## src/inc/cal_defines.svh

```systemverilog
// Register offsets, field positions, reset values and timing counts
`ifndef CAL_DEFINES_SVH
`define CAL_DEFINES_SVH
// Byte offsets on the register bus
`define CAL_OFF_SECONDS     8'h00
`define CAL_OFF_MINUTES     8'h04
`define CAL_OFF_HOURS       8'h08
`define CAL_OFF_WEEKDAY     8'h0C
`define CAL_OFF_CTRL_ONE    8'h10
`define CAL_OFF_CTRL_TWO    8'h14
`define CAL_OFF_SRC_SEL     8'h18
// Fields of timer_control_one
`define CAL_C1_RUN          0
`define CAL_C1_RUNNING      1
`define CAL_C1_SOFT_RST     2
`define CAL_C1_H12          4
`define CAL_C1_PM           5
// Fields of timer_control_two
`define CAL_C2_SEC_IE       0
`define CAL_C2_MIN_IE       1
`define CAL_C2_HR_IE        2
`define CAL_C2_DAY_IE       3
`define CAL_C2_WEEK_IE      4
`define CAL_C2_CMP_OUT_EN   5
// Fields of count_source_select_reg
`define CAL_SS_SRC_LSB      0
`define CAL_SS_PRESCALE     2
`define CAL_SS_PIN_LSB      4
`define CAL_SS_MODE         6
`define CAL_SS_GPIO_VAL     7
// Reset values
`define CAL_RST_BYTE        8'h00
`define CAL_RST_WEEKDAY     3'h0
// Divider lengths: two stages, 4-bit prescaler and 8-bit counter
`define CAL_PRESCALE_MAX    4'hF
`define CAL_SEC_DIV_MAX     8'hFF
// Calendar limits in BCD
`define CAL_BCD_59          8'h59
`define CAL_BCD_23          8'h23
`define CAL_BCD_11          8'h11
`define CAL_WEEK_LAST       3'h6
// Bus answers
`define CAL_RESP_OKAY       2'h0
`define CAL_RESP_DECERR     2'h3
`endif

```

## src/inc/cal_pkg.sv

```systemverilog
// Types shared by the calendar timer
package cal_pkg;
  typedef enum logic {CAL_MODE_CLOCK = 1'b0, CAL_MODE_COMPARE = 1'b1}
    cal_mode_type;
  typedef enum logic [1:0] {
    CAL_SRC_F4 = 2'h0, CAL_SRC_F8 = 2'h1, CAL_SRC_F32 = 2'h2,
    CAL_SRC_SLOW = 2'h3
  } cal_src_type;
  typedef enum logic [1:0] {
    CAL_PIN_GPIO = 2'h0, CAL_PIN_F2 = 2'h1, CAL_PIN_F4 = 2'h2,
    CAL_PIN_F8 = 2'h3
  } cal_pin_type;
endpackage

```

## src/cal_timer.sv

```systemverilog
// Calendar timer with clock and compare modes behind an AXI4-Lite slave
//
// Behaviour
// (RL1) Clock mode: div2, 4-bit, 8-bit make seconds
// (RL2) Run bit one starts, zero stops
// (RL3) Clock-mode interrupt timing selected by software
// (RL4) Separate enables: week, day, hour, minute, second
// (RL5) Clock mode pin: port or f2/f4/f8
// (RL6) Time registers read live, BCD values
// (RL7) Time writes only while stopped, BCD
// (RL8) Hours in 12-hour or 24-hour form
// (RL9) Compare mode: source/2, optional prescaler, 8-bit
// (RL10) Compare source: f4, f8, f32, slow
// (RL11) Match clears counter; stopped counter holds
// (RL12) Period 2(n+1) or 32(n+1) source cycles
// (RL13) Interrupt request on every compare match
// (RL14) Compare mode pin: port, f2/f4/f8, compare
// (RL15) Compare mode reads: counter and compare value
// (RL16) Seconds writes ignored; compare written while stopped
// (RL17) Compare output toggles on each match
// (RL18) Compare output low after any reset
// (RL19) Stopping holds the compare output level
// (RL20) Running flag follows run bit within 2 cycles; here it follows on the next count-source tick
// (RL21) Seconds, minutes roll 59; hours, weekday wrap
`timescale 1ns/1ps
`default_nettype none
`include "cal_defines.svh"
module cal_timer
  import cal_pkg::*;
(
  // Clock and reset
  input  wire logic        ref_clk,
  input  wire logic        srst,
  // Slow count source, one-cycle enable pulses
  input  wire logic        slow_clock_source,
  // AXI4-Lite write address and data
  input  wire logic        s_axi_awvalid,
  output var  logic        s_axi_awready,
  input  wire logic [7:0]  s_axi_awaddr,
  input  wire logic        s_axi_wvalid,
  output var  logic        s_axi_wready,
  input  wire logic [31:0] s_axi_wdata,
  input  wire logic [3:0]  s_axi_wstrb,
  // AXI4-Lite write response
  output var  logic        s_axi_bvalid,
  input  wire logic        s_axi_bready,
  output var  logic [1:0]  s_axi_bresp,
  // AXI4-Lite read
  input  wire logic        s_axi_arvalid,
  output var  logic        s_axi_arready,
  input  wire logic [7:0]  s_axi_araddr,
  output var  logic        s_axi_rvalid,
  input  wire logic        s_axi_rready,
  output var  logic [31:0] s_axi_rdata,
  output var  logic [1:0]  s_axi_rresp,
  // Timer pin and interrupt request
  output var  logic        timer_output_pin,
  output var  logic        timer_irq
);

  // Software-visible state
  logic [7:0]  seconds_counter_reg;
  logic [7:0]  minutes_compare_reg;
  logic [7:0]  hours_reg;
  logic [2:0]  weekday_reg;
  logic        count_run_request;
  logic        count_running_flag;
  logic        h12_mode;
  logic        pm_flag;
  logic [5:0]  timer_control_two;
  logic [7:0]  count_source_select_reg;
  // Dividers and bus bookkeeping
  logic [4:0]  sys_div;
  logic        half_div;
  logic [3:0]  prescale_cnt;
  logic [7:0]  sec_div;
  logic        cmp_out;
  logic        aw_have;
  logic        w_have;
  logic [7:0]  wr_addr;
  logic [31:0] wr_data;

  // Field views of the selection register
  cal_mode_type mode;
  cal_src_type  src_sel;
  cal_pin_type  pin_sel;
  wire          prescale_counter_use =
    count_source_select_reg[`CAL_SS_PRESCALE];
  assign mode    = cal_mode_type'(count_source_select_reg[`CAL_SS_MODE]);
  assign src_sel =
    cal_src_type'(count_source_select_reg[`CAL_SS_SRC_LSB +: 2]);
  assign pin_sel =
    cal_pin_type'(count_source_select_reg[`CAL_SS_PIN_LSB +: 2]);
  wire compare_mode = (mode == CAL_MODE_COMPARE);

  // System clock fractions; f1 is ref_clk itself
  wire f4_en  = (sys_div[1:0] == 2'h3);
  wire f8_en  = (sys_div[2:0] == 3'h7);
  wire f32_en = (sys_div == 5'h1F);

  // Count source: clock mode always uses the slow source
  wire src_tick = !compare_mode ? slow_clock_source : // RL1
                  (src_sel == CAL_SRC_F4)  ? f4_en  : // RL10
                  (src_sel == CAL_SRC_F8)  ? f8_en  :
                  (src_sel == CAL_SRC_F32) ? f32_en : slow_clock_source;

  // Divider chain; the prescaler is skipped only in compare mode
  wire counting   = count_running_flag && count_run_request; // RL2
  wire half_tick  = counting && src_tick && half_div;
  wire use_pre    = !compare_mode || prescale_counter_use; // RL9
  wire pre_wrap   = (prescale_cnt == `CAL_PRESCALE_MAX);
  wire eight_tick = half_tick && (!use_pre || pre_wrap);
  wire sec_tick   = !compare_mode && eight_tick &&
                    (sec_div == `CAL_SEC_DIV_MAX); // RL1
  wire cmp_match  = compare_mode && eight_tick &&
                    (sec_div == minutes_compare_reg); // RL11

  // BCD increment of a two-digit value
  function automatic logic [7:0] bcd_inc(input logic [7:0] v);
    logic [7:0] r;
    r = (v[3:0] == 4'h9) ? {v[7:4] + 4'h1, 4'h0} : {v[7:4], v[3:0] + 4'h1};
    return r;
  endfunction

  // Calendar carries
  wire sec_wrap  = (seconds_counter_reg == `CAL_BCD_59);
  wire min_tick  = sec_tick && sec_wrap;
  wire min_wrap  = (minutes_compare_reg == `CAL_BCD_59);
  wire hr_tick   = min_tick && min_wrap;
  wire hr_wrap   = h12_mode ? (hours_reg == `CAL_BCD_11)
                            : (hours_reg == `CAL_BCD_23); // RL8
  wire day_tick  = hr_tick && hr_wrap && (!h12_mode || pm_flag);
  wire wk_wrap   = (weekday_reg == `CAL_WEEK_LAST);
  wire week_tick = day_tick && wk_wrap;

  // Interrupt request from the selected clock events and every compare match
  wire clk_irq = (sec_tick  && timer_control_two[`CAL_C2_SEC_IE])  ||
                 (min_tick  && timer_control_two[`CAL_C2_MIN_IE])  ||
                 (hr_tick   && timer_control_two[`CAL_C2_HR_IE])   ||
                 (day_tick  && timer_control_two[`CAL_C2_DAY_IE])  ||
                 (week_tick && timer_control_two[`CAL_C2_WEEK_IE]); // RL4
  wire next_irq = clk_irq || cmp_match; // RL3 RL13

  // Bus write decode; apart from the run and soft-reset bits, registers change only while fully stopped
  wire wr_go    = aw_have && w_have && !s_axi_bvalid;
  wire stopped  = !count_run_request && !count_running_flag;
  wire wr_lane  = wr_go && s_axi_wstrb[0];
  wire wr_hit   = (wr_addr[1:0] == 2'h0) && (wr_addr <= `CAL_OFF_SRC_SEL);
  wire wr_sec   = wr_lane && stopped && !compare_mode
                  && (wr_addr == `CAL_OFF_SECONDS); // RL7 RL16
  wire wr_min   = wr_lane && stopped && (wr_addr == `CAL_OFF_MINUTES); // RL16
  wire wr_hr    = wr_lane && stopped && (wr_addr == `CAL_OFF_HOURS); // RL7
  wire wr_wk    = wr_lane && stopped && (wr_addr == `CAL_OFF_WEEKDAY);
  wire wr_c1    = wr_lane && (wr_addr == `CAL_OFF_CTRL_ONE);
  wire wr_c2    = wr_lane && stopped && (wr_addr == `CAL_OFF_CTRL_TWO);
  wire wr_ss    = wr_lane && stopped && (wr_addr == `CAL_OFF_SRC_SEL);
  wire soft_rst = wr_c1 && wr_data[`CAL_C1_SOFT_RST];
  wire tmr_rst  = srst || soft_rst;

  // Read multiplexer; compare mode reuses seconds and minutes
  wire [7:0] ctrl_one_rd = {2'h0, pm_flag, h12_mode, 2'h0,
                            count_running_flag, count_run_request};
  wire rd_hit = (s_axi_araddr == `CAL_OFF_SECONDS) ||
                (s_axi_araddr == `CAL_OFF_MINUTES) ||
                (s_axi_araddr == `CAL_OFF_HOURS)   ||
                (s_axi_araddr == `CAL_OFF_WEEKDAY) ||
                (s_axi_araddr == `CAL_OFF_CTRL_ONE) ||
                (s_axi_araddr == `CAL_OFF_CTRL_TWO) ||
                (s_axi_araddr == `CAL_OFF_SRC_SEL);
  wire [7:0] rd_byte =
    (s_axi_araddr == `CAL_OFF_SECONDS) ?
      (compare_mode ? sec_div : seconds_counter_reg) : // RL6 RL15
    (s_axi_araddr == `CAL_OFF_MINUTES) ? minutes_compare_reg : // RL15
    (s_axi_araddr == `CAL_OFF_HOURS)   ? hours_reg :
    (s_axi_araddr == `CAL_OFF_WEEKDAY) ? {5'h00, weekday_reg} :
    (s_axi_araddr == `CAL_OFF_CTRL_ONE) ? ctrl_one_rd :
    (s_axi_araddr == `CAL_OFF_CTRL_TWO) ? {2'h0, timer_control_two} :
    (s_axi_araddr == `CAL_OFF_SRC_SEL) ? count_source_select_reg : 8'h00;

  // Pin level selection
  wire next_pin =
    (compare_mode && timer_control_two[`CAL_C2_CMP_OUT_EN]) ? cmp_out : // RL14
    (pin_sel == CAL_PIN_F2) ? sys_div[0] :
    (pin_sel == CAL_PIN_F4) ? sys_div[1] :
    (pin_sel == CAL_PIN_F8) ? sys_div[2] :
    count_source_select_reg[`CAL_SS_GPIO_VAL]; // RL5

  // Free-running system divider
  always_ff @(posedge ref_clk) begin
    if (srst) begin
      sys_div <= 5'h00;
    end else begin
      sys_div <= sys_div + 5'h01;
    end
  end

  // Run request and running flag; the flag tracks on a source tick
  always_ff @(posedge ref_clk) begin
    if (tmr_rst) begin
      count_run_request  <= 1'b0;
      count_running_flag <= 1'b0;
    end else begin
      if (wr_c1) begin
        count_run_request <= wr_data[`CAL_C1_RUN]; // RL2
      end
      if (src_tick) begin
        count_running_flag <= count_run_request; // RL20
      end
    end
  end

  // Mode and configuration bits, writable while stopped
  always_ff @(posedge ref_clk) begin
    if (tmr_rst) begin
      h12_mode                <= 1'b0;
      timer_control_two       <= 6'h00;
      count_source_select_reg <= `CAL_RST_BYTE;
    end else begin
      if (wr_c1 && stopped) begin
        h12_mode <= wr_data[`CAL_C1_H12]; // RL8
      end
      if (wr_c2) begin
        timer_control_two <= wr_data[5:0];
      end
      if (wr_ss) begin
        count_source_select_reg <= wr_data[7:0];
      end
    end
  end

  // Divide-by-two stage, prescaler and 8-bit counter
  always_ff @(posedge ref_clk) begin
    if (tmr_rst) begin
      half_div     <= 1'b0;
      prescale_cnt <= 4'h0;
      sec_div      <= 8'h00;
    end else if (counting && src_tick) begin // RL11
      half_div <= !half_div; // RL12
      if (half_tick && use_pre) begin
        prescale_cnt <= prescale_cnt + 4'h1;
      end
      if (cmp_match) begin
        sec_div <= 8'h00; // RL11
      end else if (eight_tick) begin
        sec_div <= sec_div + 8'h01;
      end
    end
  end

  // Seconds and minutes, or compare value in compare mode
  always_ff @(posedge ref_clk) begin
    if (tmr_rst) begin
      seconds_counter_reg <= `CAL_RST_BYTE;
      minutes_compare_reg <= `CAL_RST_BYTE;
    end else begin
      if (wr_sec) begin
        seconds_counter_reg <= wr_data[7:0];
      end else if (sec_tick) begin
        seconds_counter_reg <= sec_wrap ? 8'h00
                                        : bcd_inc(seconds_counter_reg); // RL21
      end
      if (wr_min) begin
        minutes_compare_reg <= wr_data[7:0];
      end else if (min_tick) begin
        minutes_compare_reg <= min_wrap ? 8'h00
                                        : bcd_inc(minutes_compare_reg); // RL21
      end
    end
  end

  // Hours, afternoon flag and weekday
  always_ff @(posedge ref_clk) begin
    if (tmr_rst) begin
      hours_reg   <= `CAL_RST_BYTE;
      pm_flag     <= 1'b0;
      weekday_reg <= `CAL_RST_WEEKDAY;
    end else begin
      if (wr_hr) begin
        hours_reg <= wr_data[7:0];
      end else if (hr_tick) begin
        hours_reg <= hr_wrap ? 8'h00 : bcd_inc(hours_reg); // RL8 RL21
      end
      if (wr_c1 && stopped) begin
        pm_flag <= wr_data[`CAL_C1_PM];
      end else if (hr_tick && hr_wrap && h12_mode) begin
        pm_flag <= !pm_flag;
      end
      if (wr_wk) begin
        weekday_reg <= wr_data[2:0];
      end else if (day_tick) begin
        weekday_reg <= wk_wrap ? 3'h0 : weekday_reg + 3'h1; // RL21
      end
    end
  end

  // Compare output; stopping leaves it where it stands
  always_ff @(posedge ref_clk) begin
    if (tmr_rst) begin
      cmp_out <= 1'b0; // RL18
    end else if (cmp_match) begin
      cmp_out <= !cmp_out; // RL17 RL19
    end
  end

  // Registered pin and interrupt pulse
  always_ff @(posedge ref_clk) begin
    if (srst) begin
      timer_output_pin <= 1'b0;
      timer_irq        <= 1'b0;
    end else begin
      timer_output_pin <= next_pin;
      timer_irq        <= next_irq;
    end
  end

  // Write channel: address and data accepted in either order
  always_ff @(posedge ref_clk) begin
    if (srst) begin
      aw_have       <= 1'b0;
      w_have        <= 1'b0;
      wr_addr       <= 8'h00;
      wr_data       <= 32'h0000_0000;
      s_axi_awready <= 1'b1;
      s_axi_wready  <= 1'b1;
      s_axi_bvalid  <= 1'b0;
      s_axi_bresp   <= `CAL_RESP_OKAY;
    end else begin
      if (s_axi_awvalid && s_axi_awready) begin
        aw_have       <= 1'b1;
        wr_addr       <= s_axi_awaddr;
        s_axi_awready <= 1'b0;
      end
      if (s_axi_wvalid && s_axi_wready) begin
        w_have       <= 1'b1;
        wr_data      <= s_axi_wdata;
        s_axi_wready <= 1'b0;
      end
      if (wr_go) begin
        aw_have      <= 1'b0;
        w_have       <= 1'b0;
        s_axi_bvalid <= 1'b1;
        s_axi_bresp  <= wr_hit ? `CAL_RESP_OKAY : `CAL_RESP_DECERR;
      end
      if (s_axi_bvalid && s_axi_bready) begin
        s_axi_bvalid  <= 1'b0;
        s_axi_awready <= 1'b1;
        s_axi_wready  <= 1'b1;
      end
    end
  end

  // Read channel: one outstanding read, answered the next cycle
  always_ff @(posedge ref_clk) begin
    if (srst) begin
      s_axi_arready <= 1'b1;
      s_axi_rvalid  <= 1'b0;
      s_axi_rdata   <= 32'h0000_0000;
      s_axi_rresp   <= `CAL_RESP_OKAY;
    end else begin
      if (s_axi_arvalid && s_axi_arready) begin
        s_axi_arready <= 1'b0;
        s_axi_rvalid  <= 1'b1;
        s_axi_rdata   <= {24'h00_0000, rd_byte};
        s_axi_rresp   <= rd_hit ? `CAL_RESP_OKAY : `CAL_RESP_DECERR;
      end else if (s_axi_rvalid && s_axi_rready) begin
        s_axi_rvalid  <= 1'b0;
        s_axi_arready <= 1'b1;
      end
    end
  end

endmodule
`default_nettype wire

```

## config.mk

```make
export PLATFORM = sky130hd
export DESIGN_NAME = cal_timer
export DESIGN_NICKNAME = d
export VERILOG_FILES = /design/src/inc/cal_pkg.sv /design/src/cal_timer.sv
export VERILOG_INCLUDE_DIRS = /design/src /design/src/inc
export SDC_FILE = /design/constraint.sdc
export NUM_CORES = 1
export LEC_CHECK = 0
export BUFFER_PORTS_ARGS = -buffer_cell sky130_fd_sc_hd__buf_2
export CAP_MARGIN = 25
export CORE_ASPECT_RATIO = 2
export CORE_MARGIN = 10
export CORE_UTILIZATION = 41
export DETAILED_ROUTE_END_ITERATION = 12
export GPL_ROUTABILITY_DRIVEN = 0
export GPL_TIMING_DRIVEN = 0
export PLACE_DENSITY = 0.62
export SETUP_SLACK_MARGIN = 0.1
export SYNTH_ARGS = -nofsm -noshare
export SYNTH_HDL_FRONTEND = slang
export SYNTH_SLANG_ARGS = --single-unit
```

## constraint.sdc

```tcl
create_clock -name ref_clk -period 3.2 [get_ports ref_clk]
set_input_delay 0.64 -clock ref_clk [delete_from_list [all_inputs] [get_ports ref_clk]]
set_output_delay 0.64 -clock ref_clk [all_outputs]
set_load 0.01 [all_outputs]
```

==> out/qor.yml <==
yosys-top-cells-count: "dfxtp_1, nor2_1, nand2_1"
rsz0062_at_grt: "false"
worstPathMaxFanout: 8
totalWireLength_mm: 17.99
multi_input_area_mm2: 0.003343
postSynthCellCount: 693
cp-start-kind: "flip-flop"
p_per_area_mw_per_mm2: 411.6
ctsHoldBuffers: 0
num_vias: 5356
ant_nets: 0
combinationalPowerShare_pct: 8.9
async_reset_ff_share_pct: 0
coreArea_mm2: 0.01351
drv_slew: 0
postCtsSetupBuffers: 0
dp.cells: 921
slew_headroom_pct: 34.03
cts_buffer_depth: 2
hold_path.class: "flip-flop to flip-flop"
yosys_warnings: 0
synth-edff-count: 0
final_cell_count_no_fill: 938
ctsRootBufferMaster: "clkbuf_16"
grt_pass1_vias: 5420
core.rowCount: 60
cell_internal_pwr_w: 0.001973
crit_family: "simple AND/OR/NAND/NOR gates"
initial_core_util_pct: 41.76
initialDrtViolationCount: 373
avgSynthCellArea_um2: 8.143
synth_top_area_share_pct: 35.12
yosysMostFrequentCell: "dfxtp_1"
grt_max_degree: 19
grt_pass1_wl_mm: 27.93
cts.repair.resized: 0
p_sw_w: 0.0006973
cpMaxStageDelayCell: "nor4_1"
die_x_um: 103.0
clkPwrFrac_pct: 42.5
fin_nets: 850
regArea_mm2: 0.001982
drc: 0
leakage_nw: 2.639
ys_seq_elements: 99
ys_seq_area_share_pct: 35.12
cp_cell_sequence: "ha_1 -> and3_1 -> ha_1 -> mux2i_1 -> o22ai_1 -> o21ai_1 -> nor4_1 -> mux2i_1 -> a21oi_1"
numPortBuffers: 50
drive_gt1_share_pct: 16.35
utilization_pct: 48.00
clock_skew_ns: 0.005406
tightest_slew_ns: 0.9850
antenna_found_initial: 0
ir_drop_v: 0.0003331
path_buf_inv: 0
fillers: 1370
status: "finished, final reports clean"
path_clk_slew_ns: 0.07
setup_viol: 0
worst-endpoint-required_ns: 3.44
gr-total-overflow: 0
fin_crit_sh_pct: 88.97
cts_tree: "built"
synthFlopType: "dfxtp_1"
dieHeight_um: 185.9
numCtsBuffers: 9
grt_use_total_pct: 18.88
ys_top_cells_by_area: "dfxtp_1, mux2i_1, a21oi_1, nor2_1, nand2_1"
crit_type: "flip-flop to flip-flop"
setup_tns_ns: 0
period_minus_slack_ns: 2.847
ios: 103
cts_max_level: 3
via_per_inst: 5.710
synth_top_cell_by_area: "dfxtp_1"
swShare_pct: 26.12
diodes: 0
ys_types: 69
dieArea_mm2: 0.01914
maxCapViolCount: 0
synthToLayoutAreaGrowth_pct: 14.94
dp_hpwl_mm: 14.30
hold_violations: 0
worst_path_largest_cell_delay_ns: 0.71
max_clock_freq_ghz: 0.3513
seqPwrFrac_pct: 48.6
cts.sinks: 99
arrival_ns: 3.08
wl_per_cell_um: 19.18
drt_first_pass_iters: 5
syn_area_mm2: 0.005643
crit_path_end_kind: "flip-flop"
worst_skew_pair.late_latency_ns: 0.34
-- area by class of cell --
class | count | area share, %
well taps | 155 | 2.990
flip-flops and latches | 99 | 30.56
plain buffers | 60 | 5.247
multi-input cells | 540 | 51.54
inverters | 17 | 0.9838
repair buffers | 51 | 3.935
clock inverters | 7 | 1.273
clock buffers | 9 | 3.472
-- layer usage --
layer | vias to the layer above | wire, um | track usage [%]
met5 | - | 0 | 0
met1 | 2495 | 6145 | 17.97
li1 | 2584 | - | -
met3 | 78 | 915 | 2.972
met4 | 0 | 1549 | 15.61
met2 | 199 | 9378 | 33.95
-- worst paths after layout --
path	startpoint	to	slack, ns	depth (start not counted)
worst max-delay path	sys_div[0]	weekday_reg[1]	0.35	9
worst min-delay path	wr_addr[6]	wr_addr[6]	0.46	2
worst max register to register	sys_div[0]	weekday_reg[1]	0.35	9
worst min register to register	wr_addr[6]	wr_addr[6]	0.46	2
-- worst reg2reg max path, delay by kind of cell (launching register included) --
kind	cells	cell delay, ns
AO/OA/AOI/OAI	3	0.79
adder cells (fa/ha/maj)	2	0.34
flip-flops	1	0.37
multiplexers	2	0.38
AND/OR/NAND/NOR	2	0.87
-- power by group through the flow --
stage | logic (W) | clock network [W] | registers [W]
final | 0.000239 | 0.00113 | 0.00130
after global routing | 0.000267 | 0.00120 | 0.00130
after CTS | 0.000238 | 0.00115 | 0.00130
after detailed placement | 0.000237 | 0 | 0.00133
after global placement | 0.000233 | 0 | 0.00132
after floorplan | 0.000152 | 0 | 0.00132
-- kinds of logic after synthesis --
logic type / Yosys count / share of synthesized area (%)
DFF: 99 / 35.12
buffers and inverters: 77 / 7.162
adders and majority gates: 12 / 2.661
other: 1 / 0.06646
AOI/OAI and AO/OA: 152 / 16.65
muxes: 50 / 9.490
and+or+nand+nor: 271 / 24.04
xor gates and xnor gates: 31 / 4.812
-- cells in the final DEF (no fill, tap or decap), types with 3 or more instances in the layout --
cell       synthesis  layout
o21a_1             3       3
nand2_1           70      70
dfxtp_1           99      99
nor3_1            13      13
a21o_1             4       4
nor4_1             9       9
nand4b_1           4       4
and2_1             5       5
buf_4             26      26
mux2i_1           37      37
buf_1              3       3
clkbuf_16          0       9
mux2_2            10      10
xor2_1            15      15
nand4_1            4       4
inv_1             17      17
ha_1              12      12
nand3b_1           5       5
a211oi_1          11      11
nand2b_1           8       8
a221oi_1           9       9
xnor2_1           16      16
nor2b_1            7       7
a21oi_1           68      68
a22oi_1            3       3
o21ai_0           25      25
clkbuf_1          22      22
a31oi_1            6       6
nor2_1            79      79
and3_1             7       7
nand3_1           37      37
conb_1             1      24
buf_2              8      59
and3b_1            3       3
-- per-stage QoR --
step	hold WS [ns]	cell area, um^2	setup WS (ns)	total power (W)
2_1_floorplan	0.4274	5729	0.8984	0.001468
3_3_place_gp	0.4459	6173	0.3465	0.001557
3_5_place_dp	0.4509	6173	0.3444	0.001562
4_1_cts	0.4627	6481	0.3611	0.002682
5_1_grt	0.4846	6486	0.2043	0.002769
6_report	0.4616	6486	0.3530	0.002670
Note: power is estimated with default switching activity, not from simulation.
